### config.mk
export PLATFORM = sky130hd
export DESIGN_NAME = rof_result_switch
export DESIGN_NICKNAME = d
export VERILOG_FILES = /design/src/logic/rof_pkg.sv /design/src/logic/rof_result_switch.sv
export VERILOG_INCLUDE_DIRS = /design/src /design/src/logic
export SDC_FILE = /design/constraint.sdc
export NUM_CORES = 1
export LEC_CHECK = 0
export BUFFER_PORTS_ARGS = -buffer_cell sky130_fd_sc_hd__clkbuf_2
export CORE_MARGIN = 2
export CORE_UTILIZATION = 35
export DETAILED_ROUTE_END_ITERATION = 6
export GPL_ROUTABILITY_DRIVEN = 1
export SLEW_MARGIN = 10
export SYNTH_ARGS = -nofsm -noshare
export SYNTH_HDL_FRONTEND = slang
export SYNTH_SLANG_ARGS = --single-unit
### constraint.sdc
create_clock -name clk_sys -period 2.25 [get_ports clk_sys]
set_clock_uncertainty 0.15 [all_clocks]
set_input_delay 0.5625 -clock clk_sys [delete_from_list [all_inputs] [get_ports clk_sys]]
set_output_delay 0.5625 -clock clk_sys [all_outputs]
set_load 0.02 [all_outputs]
### src/logic/rof_result_switch_consts.svh
// timing and field constants for the result output and function switch block
`ifndef ROF_RESULT_SWITCH_CONSTS_SVH
`define ROF_RESULT_SWITCH_CONSTS_SVH

// ==========================================================
// clock and times
`define ROF_CLK_HZ          20_000_000
`define ROF_HZ_PER_KHZ      1000
`define ROF_SWREQ_MIN_MS    1
`define ROF_STROBE_MIN_MS   8'h01

// ==========================================================
// function codes and value limits
`define ROF_FN_PROC_MEM     4'h0
`define ROF_FN_PROC_CARD    4'h1
`define ROF_FN_WINDOW       4'h2
`define ROF_FN_SHUTTER      4'h3
`define ROF_FN_GAIN         4'h4
`define ROF_FN_BRIGHT       4'h5
`define ROF_FN_CAPTURE      4'h6
`define ROF_PROC_MAX        8'h1F
`define ROF_WINDOW_MAX      8'h7F
`define ROF_SHUTTER_MAX     4'h9
`define ROF_LEVEL_MAX       7'h64
`define ROF_CAM_BIT         7

// ==========================================================
// 16-bit range limits
`define ROF_S16_MAX         32'sh0000_7FFF
`define ROF_S16_MIN         -32'sh0000_8000
`define ROF_U16_MAX         32'sh0000_FFFF

`endif

### src/logic/rof_pkg.sv
// types shared by the result output and function switch block
package rof_pkg;

	typedef enum logic [1:0] {
		OE_IDLE,
		OE_DELAY,
		OE_STROBE
	} rof_out_state_e;

	typedef enum logic {
		SW_IDLE,
		SW_BUSY
	} rof_sw_state_e;

	typedef struct packed {
		logic [3:0] code;
		logic [6:0] value;
		logic       camera;
	} rof_switch_cmd_s;

	typedef struct packed {
		logic        fmt_32bit;
		logic        signed_16;
		logic [7:0]  strobe_delay_ms;
		logic [7:0]  strobe_len_ms;
	} rof_out_cfg_s;

endpackage : rof_pkg

### src/logic/rof_result_switch.sv
// result output sequencing, image save buffer and function switch decoding
`timescale 1ns/1ns
`include "rof_result_switch_consts.svh"

module rof_result_switch #(
	parameter int CYC_PER_MS = `ROF_CLK_HZ / `ROF_HZ_PER_KHZ
) (
	input  wire logic                   clk_sys,
	input  wire logic                   resetn,
	input  wire rof_pkg::rof_out_cfg_s  out_cfg,
	input  wire logic                   cycle_start,
	input  wire logic                   cycle_done,
	input  wire logic [31:0]            result_in,
	input  wire logic                   save_enable,
	input  wire logic                   save_discard_mode,
	input  wire logic                   save_done,
	input  wire logic [3:0]             func_select_lines,
	input  wire logic [7:0]             value_in_lines,
	input  wire logic                   switch_request,
	input  wire logic                   switch_enable,
	input  wire logic                   switch_done,
	output logic                        ready,
	output logic                        send_start,
	output logic [15:0]                 result_out_lines,
	output logic                        result_strobe,
	output logic                        save_start,
	output logic                        image_dropped,
	output logic                        save_busy,
	output logic                        save_buf_full,
	output logic                        switch_ready,
	output logic                        switch_ok_flag,
	output logic                        switch_fail_flag,
	output rof_pkg::rof_switch_cmd_s    switch_cmd,
	output logic                        switch_cmd_valid
);
	localparam int SWREQ_CYC = `ROF_SWREQ_MIN_MS * CYC_PER_MS + 1;
	if (CYC_PER_MS < 2 || SWREQ_CYC > 65535) begin : g_bad_cfg
		$error("CYC_PER_MS out of range");
	end
	function automatic logic [15:0] sat16(input logic [31:0] v, input logic sgn);
		logic signed [31:0] s;
		s = signed'(v);
		if (sgn) sat16 = (s > `ROF_S16_MAX) ? 16'h7FFF : (s < `ROF_S16_MIN) ? 16'h8000 : v[15:0];
		else sat16 = (s < 0) ? 16'h0000 : (s > `ROF_U16_MAX) ? 16'hFFFF : v[15:0];
	endfunction : sat16

	// ==========================================================
	// millisecond tick
	logic [15:0] tick_cnt_reg, tick_cnt_next;
	logic        ms_tick;
	assign ms_tick = (tick_cnt_reg == 16'(CYC_PER_MS - 1));
	always_comb begin
		tick_cnt_next = ms_tick ? 16'h0000 : tick_cnt_reg + 16'h0001;
	end
	always_ff @(posedge clk_sys) begin
		if (!resetn) tick_cnt_reg <= 16'h0000;
		else tick_cnt_reg <= tick_cnt_next;
	end

	// ==========================================================
	// ready, result pending and save buffer
	logic        ready_reg, ready_next, pend_reg, pend_next;
	logic [31:0] res_pend_reg, res_pend_next;
	logic        busy_reg, busy_next, full_reg, full_next;
	logic        sstart_reg, sstart_next, drop_reg, drop_next;
	logic        ready_rise, save_block, oe_idle, sw_busy;
	assign save_block = save_enable && !save_discard_mode && busy_reg && full_reg;
	assign ready_rise = pend_reg && oe_idle && !sw_busy && !save_block;
	always_comb begin
		res_pend_next = res_pend_reg;
		ready_next    = ready_reg;
		busy_next     = busy_reg;
		full_next     = full_reg;
		sstart_next   = 1'b0;
		drop_next     = 1'b0;
		pend_next     = cycle_done || (pend_reg && !ready_rise);
		if (cycle_done) res_pend_next = result_in;
		if (ready_rise) ready_next = 1'b1;
		else if (cycle_start || sw_busy) ready_next = 1'b0;
		if (busy_reg && save_done) begin
			if (full_reg) begin
				full_next   = 1'b0;
				sstart_next = 1'b1;
			end else begin
				busy_next = 1'b0;
			end
		end
		if (ready_rise && save_enable) begin
			if (!busy_next) begin
				busy_next   = 1'b1;
				sstart_next = 1'b1;
			end else if (!full_next) begin
				full_next = 1'b1;
			end else begin
				drop_next = 1'b1;
			end
		end
	end
	always_ff @(posedge clk_sys) begin
		if (!resetn) begin
			pend_reg     <= 1'b0;
			res_pend_reg <= 32'h0000_0000;
			ready_reg    <= 1'b0;
			busy_reg     <= 1'b0;
			full_reg     <= 1'b0;
			sstart_reg   <= 1'b0;
			drop_reg     <= 1'b0;
		end else begin
			pend_reg     <= pend_next;
			res_pend_reg <= res_pend_next;
			ready_reg    <= ready_next;
			busy_reg     <= busy_next;
			full_reg     <= full_next;
			sstart_reg   <= sstart_next;
			drop_reg     <= drop_next;
		end
	end

	// ==========================================================
	// parallel output engine
	rof_pkg::rof_out_state_e oe_reg, oe_next;
	logic [7:0]  cnt_reg, cnt_next;
	logic [15:0] out_reg, out_next, hi_reg, hi_next;
	logic        half_reg, half_next, send_reg, send_next;
	logic [7:0]  len_ms;
	assign oe_idle = (oe_reg == rof_pkg::OE_IDLE);
	assign len_ms  = (out_cfg.strobe_len_ms == 8'h00) ? `ROF_STROBE_MIN_MS : out_cfg.strobe_len_ms;
	always_comb begin
		oe_next   = oe_reg;
		cnt_next  = cnt_reg;
		out_next  = out_reg;
		hi_next   = hi_reg;
		half_next = half_reg;
		send_next = ready_rise;
		unique case (oe_reg)
			rof_pkg::OE_IDLE: begin
				if (ready_rise) begin
					cnt_next  = out_cfg.strobe_delay_ms;
					oe_next   = rof_pkg::OE_DELAY;
					half_next = out_cfg.fmt_32bit;
					if (out_cfg.fmt_32bit) begin
						out_next = res_pend_reg[15:0];
						hi_next  = res_pend_reg[31:16];
					end else begin
						out_next = sat16(res_pend_reg, out_cfg.signed_16);
					end
				end
			end
			rof_pkg::OE_DELAY: begin
				if (cnt_reg == 8'h00) begin
					oe_next  = rof_pkg::OE_STROBE;
					cnt_next = len_ms;
				end else if (ms_tick) begin
					cnt_next = cnt_reg - 8'h01;
				end
			end
			rof_pkg::OE_STROBE: begin
				if (ms_tick && cnt_reg == 8'h01) begin
					if (half_reg) begin
						half_next = 1'b0;
						out_next  = hi_reg;
						cnt_next  = out_cfg.strobe_delay_ms;
						oe_next   = rof_pkg::OE_DELAY;
					end else begin
						oe_next = rof_pkg::OE_IDLE;
					end
				end else if (ms_tick) begin
					cnt_next = cnt_reg - 8'h01;
				end
			end
		endcase
	end
	always_ff @(posedge clk_sys) begin
		if (!resetn) begin
			oe_reg   <= rof_pkg::OE_IDLE;
			cnt_reg  <= 8'h00;
			out_reg  <= 16'h0000;
			hi_reg   <= 16'h0000;
			half_reg <= 1'b0;
			send_reg <= 1'b0;
		end else begin
			oe_reg   <= oe_next;
			cnt_reg  <= cnt_next;
			out_reg  <= out_next;
			hi_reg   <= hi_next;
			half_reg <= half_next;
			send_reg <= send_next;
		end
	end

	// ==========================================================
	// function switch
	rof_pkg::rof_sw_state_e sw_reg, sw_next;
	logic [15:0] req_cnt_reg, req_cnt_next;
	logic        armed_reg, armed_next, ok_reg, ok_next, fail_reg, fail_next;
	logic        cmdv_reg, cmdv_next, legal, accept;
	rof_pkg::rof_switch_cmd_s cmd_reg, cmd_next;
	assign sw_busy = (sw_reg == rof_pkg::SW_BUSY);
	assign accept  = !sw_busy && armed_reg && switch_request
		&& (req_cnt_reg == 16'(SWREQ_CYC - 1));
	always_comb begin
		unique case (func_select_lines)
			`ROF_FN_PROC_MEM, `ROF_FN_PROC_CARD: legal = (value_in_lines <= `ROF_PROC_MAX);
			`ROF_FN_WINDOW:  legal = (value_in_lines <= `ROF_WINDOW_MAX);
			`ROF_FN_SHUTTER: legal = (value_in_lines[6:4] == 3'h0)
				&& (value_in_lines[3:0] <= `ROF_SHUTTER_MAX);
			`ROF_FN_GAIN, `ROF_FN_BRIGHT: legal = (value_in_lines[6:0] <= `ROF_LEVEL_MAX);
			`ROF_FN_CAPTURE: legal = 1'b1;
			default:         legal = 1'b0;
		endcase
	end
	always_comb begin
		sw_next      = sw_reg;
		req_cnt_next = req_cnt_reg;
		armed_next   = armed_reg;
		ok_next      = ok_reg;
		fail_next    = fail_reg;
		cmd_next     = cmd_reg;
		cmdv_next    = 1'b0;
		if (!switch_request) begin
			req_cnt_next = 16'h0000;
			armed_next   = 1'b1;
		end else if (!sw_busy && armed_reg) begin
			req_cnt_next = req_cnt_reg + 16'h0001;
		end
		if (accept) begin
			armed_next = 1'b0;
			ok_next    = 1'b0;
			if (switch_enable && legal) begin
				sw_next   = rof_pkg::SW_BUSY;
				fail_next = 1'b0;
				cmdv_next = 1'b1;
				cmd_next  = '{code: func_select_lines, value: value_in_lines[6:0],
					camera: value_in_lines[`ROF_CAM_BIT]};
			end else begin
				fail_next = 1'b1;
			end
		end else if (sw_busy && switch_done) begin
			sw_next = rof_pkg::SW_IDLE;
			ok_next = 1'b1;
		end
	end
	always_ff @(posedge clk_sys) begin
		if (!resetn) begin
			sw_reg      <= rof_pkg::SW_IDLE;
			req_cnt_reg <= 16'h0000;
			armed_reg   <= 1'b0;
			ok_reg      <= 1'b0;
			fail_reg    <= 1'b0;
			cmd_reg     <= '0;
			cmdv_reg    <= 1'b0;
		end else begin
			sw_reg      <= sw_next;
			req_cnt_reg <= req_cnt_next;
			armed_reg   <= armed_next;
			ok_reg      <= ok_next;
			fail_reg    <= fail_next;
			cmd_reg     <= cmd_next;
			cmdv_reg    <= cmdv_next;
		end
	end

	// ==========================================================
	// outputs
	assign ready            = ready_reg;
	assign send_start       = send_reg;
	assign result_out_lines = out_reg;
	assign result_strobe    = (oe_reg == rof_pkg::OE_STROBE);
	assign save_start       = sstart_reg;
	assign image_dropped    = drop_reg;
	assign save_busy        = busy_reg;
	assign save_buf_full    = full_reg;
	assign switch_ready     = !sw_busy;
	assign switch_ok_flag   = ok_reg;
	assign switch_fail_flag = fail_reg;
	assign switch_cmd       = cmd_reg;
	assign switch_cmd_valid = cmdv_reg;
endmodule : rof_result_switch

==> run_results.csv <==
group,metric,value,unit
power,peakVddDrop,0.682,mV
routing,viasPerCell,5.06,
global_route,antenna_found_initial,0,
worst_hold_path,min_from,"save_done",
cts,cts_inserted_buffers,17,
finish,nets,976,
floorplan,fp-row-count,48,
synth,seq_area_frac_synth,0.425,
timing,whs,201,ps
synth,ys_warn_count,0,
worst_setup_path,ff2ff_path_depth,6,
worst_setup_path,end_kind,"register",
timing,fmax,452,MHz
routing,drtIter0Drc,348,
cts,cts_root_buf,"clkbuf_16",
cts,clk_latency,420,ps
finish,seqCellArea,2630,sq um
synth,synth.distinct_cells,64,
cts,ctsHoldBuffers,0,
floorplan,die_h,137,um
worst_hold_path,hold_end,"image_dropped",
timing,worst_pin_slew,405,ps
power,p_leak,3.47,nW
power,p_int,5.35,mW
cts,htreeDepth,4,
placement,post-dp-hpwl,12100,um
worst_setup_path,worstPathArrival,2370,ps
worst_setup_path,reg2reg_from,"req_cnt_reg[9]",
run,cap_violations,0,
cts,clock-sinks,131,
global_route,first_global_vias,5424,
timing,fin_crit_sh,0.983,
floorplan,die_x,137,um
timing,setup_viol,0,
worst_setup_path,r2r_end,"switch_cmd[11]",
routing,first_pass_iters,5,
cts,clk_path_buf_depth,2,
worst_hold_path,hold_depth,2,
finish,layout-drive-gt1-share,0.262,
worst_setup_path,worst-path-max-fanout,12,
timing,slew_headroom,0.730,
cts,cts_tree,"done",
worst_hold_path,hold_class,"in2reg",
synth,synth_fp_nets,819,
worst_setup_path,critPathSlowestCell,"or4_1",
finish,syn2layout_area_growth,29.8,%
routing,drtAntennaViolNets,0,
cts,clk_pin_slew_worst_paths,60,ps
finish,largest_register_ffs,32,
worst_setup_path,ff2ff_setup_slack,40,ps
global_route,grt_first_pass_wirelength,27100,um
power,powerDensity,1050,nW/um^2
global_route,grt_max_degree,47,
power,power_switching,3.07,mW
global_route,grtUsageTotal,0.185,
floorplan,num_io_pins,111,
synth,ys.flop_type,"dfxtp_1",
power,swShare,0.365,
power,power_frac_seq,0.343,
global_route,gr-total-overflow,0,
routing,drc,0,
power,clkPwrFrac,0.312,
synth,yosys_register_bits,131,
synth,avgSynthCellArea,8.35,sq um
worst_setup_path,start_kind,"register",
floorplan,die_area,18700,sq um
floorplan,coreArea,17200,sq um
outcome,status,"complete, no violations",
floorplan,start_util,0.358,
timing,finalCriticalPeriod,2210,ps
finish,final_util,0.465,
synth,syn_area,6170,sq um
synth,async_flop_share,0,
finish,most-common-layout-cells,"dfxtp_1 (127), clkbuf_2 (110), nor2_1 (97)",
worst_setup_path,critical_path_class,"reg2reg",
worst_setup_path,critical-path-max-stage-delay,530,ps
synth,synth_edf_count,0,
routing,routed_wl,16700,um
placement,port_buffers,110,
timing,slew_violations,0,
power,power_frac_comb,0.344,
finish,multi_input_area,3290,sq um
routing,vias,5734,
finish,layout_commonest_cell,"dfxtp_1",
timing,hold_violations,0,
routing,wl_per_cell,14.7,um
worst_setup_path,worstPathCellList,"nor4bb_2 -> and4_1 -> nand4_2 -> or4_1 -> buf_6 -> and3_2",
finish,n_fill_cell,1709,
placement,gp_congestion,0.852,
finish,antenna_cells,0,
worst_setup_path,cp.required,2410,ps
synth,syn_inst,739,
[how the worst max path moves through the flow]
| stage | start | endpoint | slack, ps | depth (start not counted) |
|---|---|---|---|---|
| final | req_cnt_reg[9] | switch_cmd[11] | 40 | 6 |
| after global routing | req_cnt_reg[9] | switch_cmd[11] | -40 | 6 |
| after CTS | cnt_reg[2] | cnt_reg[4] | 4 | 8 |
| after detailed placement | switch_request | switch_cmd[11] | -290 | 7 |
| after global placement | switch_request | switch_cmd[11] | -190 | 7 |
| after floorplan | switch_request | switch_cmd[0] | 20 | 7 |
[cells by family (layout without fill, tap and decap cells)]
kind of cell / Yosys count / in the layout / synth area share
mux: 45 / 45 / 0.0730
fa+ha+maj: 8 / 8 / 0.0162
xor+xnor: 32 / 32 / 0.0454
compound gates: 144 / 144 / 0.148
buf+inv: 74 / 244 / 0.0515
flops: 131 / 131 / 0.425
simple gates: 305 / 305 / 0.241
[stage by stage]
stage / cell area [sq um] / std cells / setup TNS, ps / power [mW] / setup slack [ps]
finish: 8010 / 1134 / 0 / 8.42 / 38.4
global route: 8010 / 1134 / -51.5 / 8.87 / -41.6
CTS: 7930 / 1133 / 0 / 8.37 / 3.93
detailed placement: 7360 / 1101 / -2830 / 5.70 / -290
global placement: 7360 / 1101 / -1410 / 5.70 / -191
floorplan: 6170 / 739 / 0 / 4.61 / 24.1
[area by class of cell]
type                    count  area share
well taps                 225      0.0352
multi-input cells         534       0.411
inverters                  34      0.0159
clock inverters            14      0.0164
flip-flops and latches    131       0.328
clock buffers              18      0.0536
repair buffers            178       0.140
[metal layers]
| metal | wire length (um) | share of wire | GRT usage |
|---|---|---|---|
| met2 | 7740 | 0.46 | 0.289 |
| met4 | 338 | 0.020 | 0.0670 |
| met3 | 867 | 0.052 | 0.0489 |
| met5 | 0 | 0 | 0 |
| met1 | 7710 | 0.46 | 0.245 |
[power by group through the flow]
| stage | clock network (mW) | logic [mW] | registers (mW) |
|---|---|---|---|
| after floorplan | 0 | 1.54 | 3.07 |
| after global placement | 0 | 2.78 | 2.92 |
| after detailed placement | 0 | 2.78 | 2.92 |
| after CTS | 2.68 | 2.82 | 2.88 |
| after global routing | 2.78 | 3.16 | 2.93 |
| final | 2.63 | 2.90 | 2.89 |
[cell usage after synthesis, types with 2 or more instances]
cell type	count	area (sq um)
and4_1	4	35.0
or4_1	3	22.5
a21oi_1	49	245
nor2b_1	5	31.3
a41oi_1	2	17.5
and2_1	2	12.5
ha_1	8	100
a211oi_2	2	25.0
xnor2_1	9	78.8
dfxtp_1	131	2620
nor2_1	97	364
buf_2	4	20.0
nand2_1	92	345
inv_1	33	124
o2111ai_1	2	17.5
nand4b_1	2	17.5
buf_1	3	11.3
o211ai_1	7	52.6
xor2_1	23	201
nand2b_1	8	50.1
mux2i_1	45	450
o21ai_0	37	185
buf_6	2	22.5
and4b_1	2	20.0
o31ai_1	16	120
nor4bb_1	2	20.0
a221oi_1	4	35.0
nor3_1	10	50.1
and3_1	6	37.5
clkbuf_1	29	109
and4bb_2	2	25.0
nor4_1	11	68.8
or3_1	7	43.8
o21ai_1	9	45.0
nand3_1	29	145
nand4_1	14	87.6
[worst max-delay path: cells and delay by family, from the launching register on]
kind / cells / cell delay (ps)
flip-flops: 1 / 390
AND/OR/NAND/NOR: 5 / 1370
buffers and inverters: 1 / 190
[timing repair]
action                     in CTS  in global routing
resized for setup               4                 22
buffers inserted                0                  1
pin swaps                       0                  5
setup endpoints to repair       5                 29
No activity file was read; power rests on OpenSTA's default activity.
